===== src/core/sda_pkg.sv =====
// shared constants, carrier types and helper functions for the sinc decimation averager
// assumes a single master clock domain; modulator bits are offered every second clock
package sda_pkg;

  // first stage: fifth-order sinc, decimation by 64 at half the master clock
  localparam int DEC_FACTOR = 64; // modulator bits per first-stage word
  localparam int DEC_PERIOD = 2 * DEC_FACTOR; // master clocks per first-stage word
  localparam int SINC_ORDER = 5; // integrator and comb sections
  localparam logic [6:0] DEC_LAST = 7'(DEC_PERIOD - 1); // last clock of a word slot

  // overhead of 4.265625 word slots, kept in 1/64 units to stay integer
  localparam int OVH_X64 = 273; // 4.265625 * 64
  localparam int OVH_CLK = OVH_X64 * DEC_PERIOD / DEC_FACTOR; // overhead in master clocks
  localparam int FLUSH_WORDS = SINC_ORDER - 1; // partial words dropped after a clear
  localparam logic [1:0] FLUSH_LAST = 2'(FLUSH_WORDS - 1); // last dropped word index
  localparam logic [6:0] PAD_LAST = 7'(OVH_CLK - FLUSH_WORDS * DEC_PERIOD - 1); // idle pad end

  // datapath widths
  localparam int INT_W = 32; // integrator width, holds 30 bits of growth plus sign
  localparam int SUM_W = 38; // averager sum, six more bits for 64 words
  localparam int OUT_W = 24; // delivered result word
  localparam int CH_W = 4; // channel index width
  localparam logic [3:0] OUT_SHIFT = 4'h7; // sinc gain 2^30 down to a 24-bit word
  localparam logic [SUM_W-1:0] OUT_MAX = 38'h7f_ffff; // largest positive result
  localparam logic [SUM_W-1:0] OUT_MIN = 38'h3f_ff80_0000; // most negative result

  // sequencer states
  typedef enum logic [2:0] {
    ST_IDLE,
    ST_DELAY,
    ST_PAD,
    ST_FLUSH,
    ST_AVG,
    ST_HOLD
  } sda_state_type;

  // one delivered result with the channel it belongs to
  typedef struct packed {
    logic [CH_W-1:0] chan; // channel converted
    logic [OUT_W-1:0] data; // two's complement result
  } sda_result_type;

  // complete state of the filter top
  typedef struct packed {
    sda_state_type st; // sequencer state
    logic [6:0] dec; // clock slot inside a word period
    logic [5:0] unit; // switch delay units elapsed
    logic [1:0] flush; // dropped first-stage words
    logic [6:0] nct; // averaged words so far
    logic chop_ph; // second chop half in progress
    logic [CH_W-1:0] chan; // channel being converted
    logic run; // previous run level, for edge detect
    logic [SINC_ORDER-1:0][INT_W-1:0] integ; // integrator chain
    logic [SINC_ORDER-1:0][INT_W-1:0] dly; // comb delay chain
    logic [SUM_W-1:0] acc; // averager sum
    logic [SUM_W-1:0] half0; // first chop half
    sda_result_type res; // word offered to the buffer
    logic res_v; // offered word valid
    sda_result_type pend; // word parked while buffer is busy
    logic [15:0] gap; // clocks since previous result
    logic gap_ok; // gap spans one undisturbed period
  } sda_filt_state_type;

  localparam sda_filt_state_type FILT_RESET = '0; // idle, everything cleared

  // averages per rate code
  function automatic logic [6:0] navg(input logic [1:0] dr);
    case (dr)
      2'h3: navg = 7'h01;
      2'h2: navg = 7'h04;
      2'h1: navg = 7'h10;
      default: navg = 7'h40;
    endcase
  endfunction

  // log2 of the average count, used to scale the sum
  function automatic logic [2:0] avg_shift(input logic [1:0] dr);
    avg_shift = 3'(2 * (3 - int'(dr)));
  endfunction

  // switch delay in word slots per delay code
  function automatic logic [5:0] dly_units(input logic [2:0] code);
    case (code)
      3'h0: dly_units = 6'h00;
      3'h1: dly_units = 6'h01;
      3'h2: dly_units = 6'h02;
      3'h3: dly_units = 6'h04;
      3'h4: dly_units = 6'h08;
      3'h5: dly_units = 6'h10;
      3'h6: dly_units = 6'h20;
      default: dly_units = 6'h30;
    endcase
  endfunction

  // master clocks per delivered word for a configuration
  function automatic int conv_clocks(input logic scan, input logic chop,
                                     input logic [1:0] dr, input logic [2:0] dl);
    int base;
    base = DEC_PERIOD * int'(navg(dr));
    if (scan || chop) begin
      base = base + DEC_PERIOD * int'(dly_units(dl)) + OVH_CLK;
    end
    conv_clocks = chop ? 2 * base : base;
  endfunction

endpackage


===== src/core/sda_buf.sv =====
// small result buffer with valid and ready on both sides
// assumes the reader may stall for any time; head word always sits in a register
`timescale 1ns/100ps
`default_nettype none
module sda_buf #(
  parameter int W = 28, // word width
  parameter int DEPTH = 2 // entries
) (
  input wire logic sys_clk, // master clock
  input wire logic sys_rst, // synchronous reset, active high
  input wire logic in_valid, // writer offers a word
  output logic in_ready, // buffer can take a word
  input wire logic [W-1:0] in_data, // offered word
  output logic out_valid, // head word valid
  input wire logic out_ready, // reader takes the head word
  output logic [W-1:0] out_data // head word, registered
);

  localparam int CW = $clog2(DEPTH + 1); // count width

  // buffer state: entries shift toward slot 0
  typedef struct packed {
    logic [DEPTH-1:0][W-1:0] ent; // stored words
    logic [CW-1:0] cnt; // words held
  } sda_buf_state_type;

  sda_buf_state_type s_q; // registered state
  sda_buf_state_type s_d; // next state
  logic push; // word accepted
  logic pop; // word delivered
  logic [CW-1:0] idx; // slot the pushed word lands in

  // full refuses even when a pop happens, so ready never depends on the reader
  assign in_ready = s_q.cnt != CW'(DEPTH);
  assign out_valid = s_q.cnt != '0;
  assign out_data = s_q.ent[0];

  // next-state logic
  always_comb begin
    s_d = s_q;
    push = in_valid && in_ready;
    pop = out_valid && out_ready;
    idx = s_q.cnt;
    if (pop) begin
      for (int i = 0; i < DEPTH - 1; i++) begin
        s_d.ent[i] = s_q.ent[i+1];
      end
      idx = s_q.cnt - CW'(1);
    end
    if (push) begin
      s_d.ent[idx] = in_data;
    end
    s_d.cnt = idx + CW'(push);
  end

  // state register
  always_ff @(posedge sys_clk) begin
    if (sys_rst) begin
      s_q <= '0;
    end else begin
      s_q <= s_d;
    end
  end

endmodule
`default_nettype wire


===== src/core/sda_filter.sv =====
// sinc5 decimator, programmable averager and conversion sequencer
// assumes modulator bits synchronous to sys_clk; host pulls results through the buffer
// Notes on behaviour
// - sinc5 stage, decimate 64, word per 128
// - averager count 1, 4, 16, 64 by rate
// - scan period adds overhead and delay, chop doubles
// - fixed period bare unless chop adds overhead
// - delay codes give 0 to 48 slots
// - chop halves the delivered data rate in scan mode; in fixed mode it also adds overhead and delay
// - scan serves channels in turn
// - ready goes low per available result
// - scan results always fully settled
// - first result after start is settled
// - input stable one cycle, five fixed unaveraged
// - sinc5 zeros at clock over 128
// - averaging adds N minus one notches
// - scan changes timing only, not arithmetic
// - one bit selects scan or fixed timing
`timescale 1ns/100ps
`default_nettype none
module sda_filter #(
  parameter int BUF_DEPTH = 2 // result buffer entries
) (
  input wire logic sys_clk, // master clock, 10 MHz
  input wire logic sys_rst, // synchronous reset, active high
  input wire logic mod_bit, // modulator bit, 1 means plus full scale
  input wire logic conv_run, // conversions run while high, start on rise
  input wire logic scan_mode_select, // 1 automatic scan, 0 fixed channel
  input wire logic chop_enable, // chop the input in two halves
  input wire logic [1:0] rate_select_field, // average count code
  input wire logic [2:0] switch_delay_field, // settling delay code
  input wire logic [sda_pkg::CH_W-1:0] scan_last_chan, // last channel in the scan loop
  input wire logic result_take, // host takes the current result
  output logic result_ready_n, // low while a result waits
  output sda_pkg::sda_result_type result_word, // result and its channel
  output logic [sda_pkg::CH_W-1:0] mux_chan, // channel the multiplexer should select
  output logic chop_swap // swap input polarity for second half
);

  sda_pkg::sda_filt_state_type s_q; // registered state
  sda_pkg::sda_filt_state_type s_d; // next state
  logic buf_in_ready; // buffer can take the offered word
  logic res_avail; // buffer head valid
  logic run_rise; // conversion start
  logic fin; // a result completes this cycle
  logic filt_on; // filter datapath running
  logic tick; // a first-stage word is due
  logic [sda_pkg::INT_W-1:0] x_in; // modulator bit as plus or minus one
  logic [sda_pkg::INT_W-1:0] cic_out; // first-stage word
  logic [sda_pkg::INT_W-1:0] c; // comb chain temporary
  logic [sda_pkg::SUM_W-1:0] acc_new; // sum including this word
  logic [sda_pkg::SUM_W-1:0] wsum; // sum ready for scaling
  sda_pkg::sda_result_type w; // finished result

  // head of the sequence before a conversion: delay slots, then idle pad
  function automatic sda_pkg::sda_filt_state_type go_delay(
      input sda_pkg::sda_filt_state_type t, input logic [2:0] dl);
    t.st = (dl == 3'h0) ? sda_pkg::ST_PAD : sda_pkg::ST_DELAY;
    t.dec = '0;
    t.unit = '0;
    return t;
  endfunction

  // clear the whole filter and start refilling
  function automatic sda_pkg::sda_filt_state_type go_flush(
      input sda_pkg::sda_filt_state_type t);
    t.st = sda_pkg::ST_FLUSH;
    t.dec = '0;
    t.flush = '0;
    t.integ = '0;
    t.dly = '0;
    return t;
  endfunction

  // fresh conversion: scan and chop pay the overhead, fixed mode only refills
  function automatic sda_pkg::sda_filt_state_type go_next(
      input sda_pkg::sda_filt_state_type t, input logic scan, input logic chop,
      input logic [2:0] dl);
    if (scan || chop) begin
      return go_delay(t, dl);
    end
    return go_flush(t);
  endfunction

  // scale the sum by the count, then saturate into the output word
  function automatic logic [sda_pkg::OUT_W-1:0] scale_word(input logic [sda_pkg::SUM_W-1:0] v,
                                                          input logic [1:0] dr);
    logic signed [sda_pkg::SUM_W-1:0] t;
    t = $signed(v) >>> ({1'b0, sda_pkg::avg_shift(dr)} + sda_pkg::OUT_SHIFT);
    if (t > $signed(sda_pkg::OUT_MAX)) begin
      t = $signed(sda_pkg::OUT_MAX);
    end else if (t < $signed(sda_pkg::OUT_MIN)) begin
      t = $signed(sda_pkg::OUT_MIN);
    end
    return t[sda_pkg::OUT_W-1:0];
  endfunction

  assign filt_on = (s_q.st == sda_pkg::ST_FLUSH) || (s_q.st == sda_pkg::ST_AVG);
  assign tick = filt_on && (s_q.dec == sda_pkg::DEC_LAST);
  assign mux_chan = s_q.chan;
  assign chop_swap = s_q.chop_ph;
  assign result_ready_n = !res_avail;

  // filter datapath and sequencer
  always_comb begin
    s_d = s_q;
    fin = 1'b0;
    c = '0;
    cic_out = '0;
    wsum = '0;
    w = '0;
    x_in = mod_bit ? 32'h0000_0001 : 32'hffff_ffff;
    run_rise = conv_run && !s_q.run;
    s_d.run = conv_run;
    s_d.dec = s_q.dec + 7'h01;
    s_d.gap = s_q.gap + 16'h0001;
    // word leaves toward the buffer
    if (s_q.res_v && buf_in_ready) begin
      s_d.res_v = 1'b0;
    end
    // integrators take a bit every second clock, 64 per word slot
    if (filt_on && s_q.dec[0]) begin
      s_d.integ[0] = s_q.integ[0] + x_in;
      for (int k = 1; k < sda_pkg::SINC_ORDER; k++) begin
        s_d.integ[k] = s_q.integ[k] + s_d.integ[k-1];
      end
    end
    // combs run once per slot; differencing over 64 bits puts zeros at fclk/128
    if (tick) begin
      c = s_d.integ[sda_pkg::SINC_ORDER-1];
      for (int k = 0; k < sda_pkg::SINC_ORDER; k++) begin
        s_d.dly[k] = c;
        c = c - s_q.dly[k];
      end
      cic_out = c;
    end
    // boxcar sum of consecutive words, same arithmetic in both modes
    acc_new = s_q.acc + sda_pkg::SUM_W'($signed(cic_out));
    if (!conv_run) begin
      s_d.st = sda_pkg::ST_IDLE;
      s_d.gap_ok = 1'b0;
    end else if (run_rise) begin
      // a start always refills, so the first result is settled
      s_d.chan = '0;
      s_d.chop_ph = 1'b0;
      s_d.gap_ok = 1'b0;
      s_d = go_next(s_d, scan_mode_select, chop_enable, switch_delay_field);
    end else begin
      case (s_q.st)
        sda_pkg::ST_IDLE: begin
          // wait for the next rise of the run level
        end
        sda_pkg::ST_DELAY: begin
          // settling time for the freshly switched channel
          if (s_q.dec == sda_pkg::DEC_LAST) begin
            s_d.unit = s_q.unit + 6'h01;
            if (s_q.unit + 6'h01 == sda_pkg::dly_units(switch_delay_field)) begin
              s_d.st = sda_pkg::ST_PAD;
              s_d.dec = '0;
            end
          end
        end
        sda_pkg::ST_PAD: begin
          // fractional part of the overhead, then clear and refill
          if (s_q.dec == sda_pkg::PAD_LAST) begin
            s_d = go_flush(s_d);
          end
        end
        sda_pkg::ST_FLUSH: begin
          // partly filled sinc words are dropped, never delivered
          if (tick) begin
            s_d.flush = s_q.flush + 2'h1;
            if (s_q.flush == sda_pkg::FLUSH_LAST) begin
              s_d.st = sda_pkg::ST_AVG;
              s_d.nct = '0;
              s_d.acc = '0;
            end
          end
        end
        sda_pkg::ST_AVG: begin
          if (tick) begin
            if (s_q.nct == sda_pkg::navg(rate_select_field) - 7'h01) begin
              if (chop_enable && !s_q.chop_ph) begin
                // first half kept; second half repeats the sequence swapped
                s_d.half0 = acc_new;
                s_d.chop_ph = 1'b1;
                s_d = go_delay(s_d, switch_delay_field);
              end else begin
                fin = 1'b1;
                s_d.gap = '0;
                s_d.gap_ok = 1'b1;
                // chop difference cancels offset; halving each half first keeps the
                // difference of two full-scale 64-word sums inside the sum width
                wsum = chop_enable ?
                    sda_pkg::SUM_W'(($signed(s_q.half0) >>> 1) - ($signed(acc_new) >>> 1)) :
                    acc_new;
                w.data = scale_word(wsum, rate_select_field);
                w.chan = s_q.chan;
                s_d.chop_ph = 1'b0;
                if (scan_mode_select) begin
                  s_d.chan = (s_q.chan == scan_last_chan) ? '0 : s_q.chan + 4'h1;
                end
                if (s_d.res_v) begin
                  // buffer still busy: park the word, restart later
                  s_d.pend = w;
                  s_d.st = sda_pkg::ST_HOLD;
                  s_d.gap_ok = 1'b0;
                end else begin
                  s_d.res = w;
                  s_d.res_v = 1'b1;
                  if (scan_mode_select || chop_enable) begin
                    s_d = go_delay(s_d, switch_delay_field);
                  end else begin
                    // fixed, unchopped: keep the sinc memory and run on
                    s_d.nct = '0;
                    s_d.acc = '0;
                  end
                end
              end
            end else begin
              s_d.nct = s_q.nct + 7'h01;
              s_d.acc = acc_new;
            end
          end
        end
        sda_pkg::ST_HOLD: begin
          // continuity was lost while stalled, so refill before the next word
          if (!s_q.res_v) begin
            s_d.res = s_q.pend;
            s_d.res_v = 1'b1;
            s_d = go_next(s_d, scan_mode_select, chop_enable, switch_delay_field);
          end
        end
        default: begin
          s_d.st = sda_pkg::ST_IDLE;
        end
      endcase
    end
  end

  // state register
  always_ff @(posedge sys_clk) begin
    if (sys_rst) begin
      s_q <= sda_pkg::FILT_RESET;
    end else begin
      s_q <= s_d;
    end
  end

  // two words of slack so a slow reader loses nothing
  sda_buf #(
    .W($bits(sda_pkg::sda_result_type)),
    .DEPTH(BUF_DEPTH)
  ) u_buf (
    .sys_clk(sys_clk),
    .sys_rst(sys_rst),
    .in_valid(s_q.res_v),
    .in_ready(buf_in_ready),
    .in_data(s_q.res),
    .out_valid(res_avail),
    .out_ready(result_take),
    .out_data(result_word)
  );
endmodule
`default_nettype wire


===== config.mk =====
export PLATFORM = sky130hd
export DESIGN_NAME = sda_filter
export DESIGN_NICKNAME = d
export VERILOG_FILES = /design/src/core/sda_pkg.sv /design/src/core/sda_buf.sv /design/src/core/sda_filter.sv
export SDC_FILE = /design/constraint.sdc
export NUM_CORES = 2
export LEC_CHECK = 0
export BUFFER_PORTS_ARGS = -buffer_cell sky130_fd_sc_hd__clkbuf_2
export CAP_MARGIN = 20
export CORE_ASPECT_RATIO = 1.75
export CORE_UTILIZATION = 25
export DETAILED_ROUTE_END_ITERATION = 10
export PLACE_DENSITY = 0.36
export SYNTH_ARGS = -nofsm -noshare
export SYNTH_HDL_FRONTEND = slang
export SYNTH_SLANG_ARGS = --single-unit

===== constraint.sdc =====
create_clock -name sys_clk -period 22.6 [get_ports sys_clk]
set_clock_uncertainty 0.2 [all_clocks]
set_input_delay 2.26 -clock sys_clk [delete_from_list [all_inputs] [get_ports sys_clk]]
set_output_delay 2.26 -clock sys_clk [all_outputs]
set_load 0.1 [all_outputs]

# Yosys cells after proc, flatten, opt, wreduce, memory -nomap -nowiden
# Index checks and enable logic that the tools add are counted.
dict set report classes {
  n_addsub 23
  magnitude_cmp 4
  n_eq_ne 49
  shifts 1
  n_mux 79
  bitwise 1
  n_reduce_logical 29
}
# cell count
set ops {}
lappend ops {{$mux W501} 9}
lappend ops {{$pmux W326 S3} 1}
lappend ops {{$mux W497} 1}
lappend ops {{$mux W453} 1}
lappend ops {{$pmux W112 S3} 1}
lappend ops {{$mux W326} 1}
lappend ops {{$mux W160} 2}
lappend ops {{$mux W24} 8}
lappend ops {{$mux W38} 5}
lappend ops {{$add A32 B32 Y32} 5}
lappend ops {{$sub A32 B32 Y32} 5}
lappend ops {{$pmux W38 S4} 1}
lappend ops {{$mux W112} 1}
lappend ops {{$mux W28} 4}
lappend ops {{$mux W74} 1}
lappend ops {{$mux W32} 2}
lappend ops {{$bwmux W56} 1}
lappend ops {{$mux W18} 3}
lappend ops {{$pmux W13 S4} 1}
lappend ops {{$mux W7} 7}
lappend ops {{$pmux W6 S7} 1}
lappend ops {{$ne A3 B3 Y1 const B} 13}
lappend ops {{$add A38 B38 Y38} 1}
lappend ops {{$gt A38 B24 Y1 const B} 1}
lappend ops {{other kinds (60)} 110}
dict set report word_totals {
  ff_bits 558
  elab_cells 215
}

# Depth between registers and ports, before layout
dict set report logic_depth {
  word_depth 34
  ltp_mapped 102
  depth_no_buf 100
}

# By module
# A second synthesis with hierarchy kept.
dict set report unflattened {
  hier_cells 5568
  area_unflattened_um2 41725.0
}
# module instances cells_each area_each_um2
set by_module_without_submodules {}
lappend by_module_without_submodules {sda_filter 1 5239 38714.6}
lappend by_module_without_submodules {sda_buf 1 329 3010.4}

# Worst setup path before layout
# Ideal clock, no wire load.
dict set report synth_timing {
  kind {input port to flip-flop}
  startpoint {in mod_bit}
  endpoint {reg s_q[29] (netlist name)}
  setup_time_ns 0.122
  t_arrival_ns 20.375
  t_required_ns 22.278
  slack_ns 1.903
  path_stages 94
  n_path_buf 3
  path_cell_list {inv_1 -> ha_1 -> nor2b_1 -> o21ai_0 -> a21boi_0 -> o21ai_0 -> a21boi_0 -> o21ai_0 -> a21oi_1 -> o21ai_0 -> a21boi_0 -> o21ai_0 -> a21boi_0 -> o21ai_0 -> a21oi_1 -> o21a_1 -> nor2_1 -> xnor2_1 -> [... 58 more ...] -> inv_1 -> ha_1 -> nand3_1 -> nor2_1 -> a221o_1 -> maj3_2 -> maj3_2 -> maj3_2 -> a311o_1 -> o21a_1 -> mux2_2 -> nand2b_1 -> o311ai_1 -> a41o_2 -> and2_1 -> buf_6 -> buf_6 -> a221o_1}
}
dict set report synth_between {
  elab_chain_cells 32
  word_cells_on_any_way 33
  classes_between {add/sub (12); order compare (2); shift (1); mux (18)}
}
# element line_no
set synth_rtl {}
lappend synth_rtl {{start: declaration} sda_filter.sv:26} ;# input wire logic mod_bit,
lappend synth_rtl {{$mux W32 (*)} sda_filter.sv:112} ;# x_in = mod_bit ? 32'h0000_0001 : 32'hffff_ffff;
lappend synth_rtl {{$add A32 B32 Y32 (*)} sda_filter.sv:123} ;# s_d.integ[0] = s_q.integ[0] + x_in;
lappend synth_rtl {{$add A32 B32 Y32 (*) (4 in a row)} sda_filter.sv:125} ;# s_d.integ[k] = s_q.integ[k] + s_d.integ[k-1];
lappend synth_rtl {{$mux W160 (*)} sda_filter.sv:122} ;# if (filt_on && s_q.dec[0]) begin
lappend synth_rtl {{$sub A32 B32 Y32 (*) (5 in a row)} sda_filter.sv:133} ;# c = c - s_q.dly[k];
lappend synth_rtl {{$mux W32 (*)} sda_filter.sv:129} ;# if (tick) begin
lappend synth_rtl {{$add A38 B38 Y38 (*)} sda_filter.sv:138} ;# acc_new = s_q.acc + sda_pkg::SUM_W'($signed(cic_out));
lappend synth_rtl {{$sub A37 B37 Y38} sda_filter.sv:195} ;# sda_pkg::SUM_W'(($signed(s_q.half0) >>> 1) - ($signed(acc_new) >>> 1)) :
lappend synth_rtl {{[... 9 more ...]} -}
lappend synth_rtl {{$mux W24 (*)} sda_filter.sv:142} ;# end else if (run_rise) begin
lappend synth_rtl {{$mux W24 (*)} sda_filter.sv:139} ;# if (!conv_run) begin
lappend synth_rtl {{$mux W28 (*)} sda_filter.sv:203} ;# if (s_d.res_v) begin
lappend synth_rtl {{$mux W501 (*)} sda_filter.sv:183} ;# if (chop_enable && !s_q.chop_ph) begin
lappend synth_rtl {{$mux W112 (*)} sda_filter.sv:182} ;# if (s_q.nct == sda_pkg::navg(rate_select_field) - 7'h01) begin
lappend synth_rtl {{$mux W501 (*)} sda_filter.sv:181} ;# if (tick) begin
lappend synth_rtl {{$pmux W112 S3 (*)} sda_filter.sv:149} ;# case (s_q.st)
lappend synth_rtl {{$mux W501 (*)} sda_filter.sv:142}
lappend synth_rtl {{end signal: assignment} sda_filter.sv:244} ;# s_q <= sda_pkg::FILT_RESET;
lappend synth_rtl {{end: declaration} sda_filter.sv:40} ;# sda_pkg::sda_filt_state_type s_q;
# Every way passes the cells marked *; elsewhere a longest branch is shown, timed or not. The select of a mux whose other input is x is not followed.
# A chain may end at the register's enable or synchronous reset.

# Worst setup path after layout
dict set report layout_timing {
  startpoint {in mod_bit}
  endpoint {reg s_q[68] (netlist name)}
}
dict set report layout_between {
  elab_chain_cells 33
  word_cells_on_any_way 34
  classes_between {add/sub (12); order compare (2); shift (1); mux (19)}
}
# element line_no
set layout_rtl {}
lappend layout_rtl {{$mux W32 (*)} sda_filter.sv:112}
lappend layout_rtl {{$add A32 B32 Y32 (*)} sda_filter.sv:123}
lappend layout_rtl {{$add A32 B32 Y32 (*) (4 in a row)} sda_filter.sv:125}
lappend layout_rtl {{$mux W160 (*)} sda_filter.sv:122}
lappend layout_rtl {{$sub A32 B32 Y32 (*) (5 in a row)} sda_filter.sv:133}
lappend layout_rtl {{$mux W32 (*)} sda_filter.sv:129}
lappend layout_rtl {{$add A38 B38 Y38 (*)} sda_filter.sv:138}
lappend layout_rtl {{$sub A37 B37 Y38} sda_filter.sv:195}
lappend layout_rtl {{[... 10 more ...]} -}
lappend layout_rtl {{$mux W24 (*)} sda_filter.sv:139}
lappend layout_rtl {{$mux W74 (*)} sda_filter.sv:139}
lappend layout_rtl {{$mux W453 (*)} sda_filter.sv:203}
lappend layout_rtl {{$mux W501 (*)} sda_filter.sv:183}
lappend layout_rtl {{$mux W112 (*)} sda_filter.sv:182}
lappend layout_rtl {{$mux W501 (*)} sda_filter.sv:181}
lappend layout_rtl {{$pmux W112 S3 (*)} sda_filter.sv:149}
lappend layout_rtl {{$mux W501 (*)} sda_filter.sv:142}
# Marked as above.

==> run summary <==
=====================================================================================
Routability congestion estimate                                                 0.822
P&R area growth vs syn                                                          14.3%
Placed instance count                                                            7585
Number of slew-limit violations in the final report                                 0
Wire length of the first global-routing pass                                   205 mm
Mean area per synthesized cell                                              7.52 um^2
Status                                                                   finished clean
Count of routing violations after the opening detailed-route iteration           1149
Power density normalized to cell area                                    85.7 nW/um^2
Fraction of layout cells with a size suffix above 1                            0.0802
Flip-flop cell with the highest count after synthesis                         dfxtp_1
Syn Std Cell Area                                                          40900 um^2
Drt via density                                                                  4.77
Buffers added on ports                                                             49
Class of the most critical setup path                                          in2reg
Num ports                                                                          50
CP endpoint kind                                                                 flop
Final cell area excluding filler cells                                     46800 um^2
Pin count of the biggest net entering global routing                               98
DRC Markers                                                                         0
Fmax                                                                       0.0477 GHz
Maximum fanout count along the critical path                                       11
Worst slack on hold paths                                                    0.252 ns
Core footprint                                                            163000 um^2
Number of global-route vias before repair                                       38400
Number of hold violations in the final report                                       0
Total wire length after detailed routing                                       129 mm
Hold Crit Class                                                               reg2reg
Clock slew seen by the registers of the worst setup and hold paths            0.06 ns
Net Count, Synth                                                                 5877
Initial DRT Pass Iterations                                                         5
Site Rows                                                                         196
Final number of setup-violating endpoints                                           0
Final-stage net count                                                            5916
Rel. slew slack                                                                 0.237
Clock root cell                                                             clkbuf_16
Skew-Pair Late Insertion Delay                                                0.69 ns
Maximum buffer depth of the clock tree                                              3
Height of the die                                                              537 um
Count of mapped cells out of synthesis                                           5444
Critical path data arrival time                                              21.31 ns
Slowest cell delay on critical path                                           0.54 ns
Detailed-route wire length per cell                                           16.7 um
TritonCTS clock tree                                                             done
Final non-filler cell total                                                      7717
Worst ir drop on vdd                                                       0.000115 V
Routed via count                                                                36800
Kind of start point of the critical path                                   input port
Crit path top cell by count                                                      ha_1
Effective utilization at floorplan                                              0.251
Maximum Capacitance Violations                                                      0
Detail Placement HPWL                                                         97.6 mm
Final min period                                                             20.97 ns
Leakage dissipation                                                           18.9 nW
Clock sink count                                                                  541
Instance area after placement                                              44300 um^2
Fraction of synthesis flops using an asynchronous set or reset pin                  0
Global Route Usage Sum                                                          0.155
Final critical-path share of the clock period                                   0.928
Number of levels the H-tree was split into                                          3
Total grt overflow                                                                  0
Slew at the pin closest to its max-slew limit                                 1.13 ns
Die Footprint                                                             165000 um^2
Number of fill cells in the layout                                              17900
Number of storage elements in the synthesis netlist                               541
Horizontal extent of the die                                                   308 um
Total power                                                                 0.00401 W
Required @ worst endpoint                                                    22.94 ns
Register area share after synthesis                                             0.265
Cell with the biggest individual delay on the critical path                  o311ai_0
Antenna violations before repair                                                    3
Synth cell types                                                                  100
Total CTS buffers                                                                  70
Number of synthesized flops with an enable pin                                      0
Detail Route Antenna Nets                                                           0
Warnings, synthesis                                                                 0
=====================================================================================
==> worst paths after layout <==
path	cells past startpoint	to	slack, ns	startpoint
setup / recovery	95	s_q[68]	1.63	mod_bit
hold / removal	2	s_q[243]	0.25	s_q[243]
setup reg to reg	94	s_q[68]	2.89	s_q[310]
hold reg to reg	2	s_q[243]	0.25	s_q[243]
==> synth_stat cells, drive strengths merged, types with 9 or more instances <==
cell type	n	area share
xnor2	226	0.048
a21boi	33	0.0061
a2111oi	19	0.0060
nand2b	58	0.0089
and2	48	0.0074
nand3	99	0.012
buf	60	0.0093
mux2	10	0.0028
o21bai	60	0.011
nor2	651	0.060
a221o	23	0.0056
a211oi	97	0.018
mux2i	90	0.022
inv	332	0.030
a211o	16	0.0034
xor2	108	0.023
nor3	104	0.013
o211ai	22	0.0040
or2	16	0.0024
fa	12	0.0059
nor2b	52	0.0079
and3	42	0.0064
ha	405	0.12
o2111ai	10	0.0021
a221oi	9	0.0022
nand3b	11	0.0020
o31a	16	0.0034
a21oi	653	0.080
a41oi	14	0.0032
a311oi	49	0.011
o21ai	219	0.027
o211a	10	0.0024
a31oi	29	0.0048
nand2	703	0.064
dfxtp	541	0.26
clkbuf	201	0.018
or3	30	0.0047
o21a	60	0.011
nor4	13	0.0020
nand4	26	0.0040
a21o	124	0.023
a22oi	20	0.0037
o31ai	20	0.0037
==> sequential cells by signal, indices dropped and copies added, names as in the netlist <==
| register | flops |
|---|---|
| mux_chan | 4 |
| u_buf.out_data | 28 |
| chop_swap | 1 |
| s_q | 478 |
| u_buf.s_q | 30 |
==> per-stage QoR <==
step	worst slack, ns	utilization	TNS [ns]
floorplan	1.90	-	0
detailed placement	-0.215	0.272	-3.47
global route	-0.0305	0.287	-0.0688
CTS	0.411	0.286	0
global placement	-0.116	0.272	-1.35
finish	1.63	0.287	0
==> report_power, final <==
| part | switching (W) | total (W) | leakage, nW | internal [W] |
|---|---|---|---|---|
| combinational | 0.00106 | 0.00189 | 13.5 | 0.000831 |
| clock | 0.000501 | 0.00117 | 1.13 | 0.000665 |
| sequential | 0.00000214 | 0.000957 | 4.36 | 0.000955 |
==> cells in the final DEF, fill, tap and decap left out, types with 22 or more instances in the layout <==
cell type	instances
and3_1	42
a311oi_1	47
o211ai_1	22
buf_4	171
nor2b_1	49
ha_1	403
xnor2_1	223
nand3_1	99
a31oi_1	27
nand2_1	701
o21a_1	59
and2_1	44
a21o_1	124
a221o_1	23
clkbuf_16	70
clkbuf_2	48
o21ai_1	24
or3_1	29
mux2i_1	90
a21oi_1	648
inv_1	332
dfxtp_1	541
nand2b_1	58
nor3_1	103
nor2_1	647
a211oi_1	93
xor2_1	105
o21bai_1	60
o21ai_0	192
nand4_1	26
==> critical path: cells and delay by family <==
family / cells / cell delay, ns
AOI/OAI and AO/OA: 45 / 8.54
buffers and inverters: 7 / 0.90
adders and majority gates: 15 / 5.27
and+or+nand+nor: 18 / 2.39
xor gates and xnor gates: 10 / 1.94
==> area by class of cell <==
class | instances | area [um^2] | area share
Clock buffer | 106 | 2050 | 0.0437
Sequential cell | 541 | 10800 | 0.231
Timing Repair Buffer | 226 | 1660 | 0.0354
Tap cell | 2178 | 2730 | 0.0582
Multi-Input combinational cell | 4311 | 28000 | 0.599
Antenna cell | 2 | 5.00 | 0.000107
Inverter | 333 | 1250 | 0.0267
Clock inverter | 20 | 243 | 0.00519
==> repair_timing <==
action,in CTS,in global routing
hold buffers,0,0
gates resized for setup,0,68
buffers inserted,0,2
endpoints found under the setup margin,0,48
==> cells by family (layout without fill, tap and decap cells) <==
family	Yosys count	after routing	synth area share
multiplexers	104	104	0.0270
AND/OR/NAND/NOR	1881	1881	0.200
XOR/XNOR	338	338	0.0737
other	0	2	0
buffers and inverters	594	685	0.0583
adder cells (fa/ha/maj)	424	424	0.132
flip-flops	541	541	0.265
AO/OA/AOI/OAI	1562	1564	0.245
==> per-layer routing <==
| metal | part of all wire | global-route usage | wire length (um) | vias to the layer above |
|---|---|---|---|---|
| li1 | - | - | - | 19100 |
| met1 | 0.35 | 0.138 | 45200 | 17200 |
| met2 | 0.59 | 0.339 | 76400 | 319 |
| met3 | 0.022 | 0.0168 | 2870 | 189 |
| met4 | 0.035 | 0.0628 | 4460 | 0 |
| met5 | 0 | 0 | 0 | - |
Note: power is estimated with default switching activity, not from simulation.
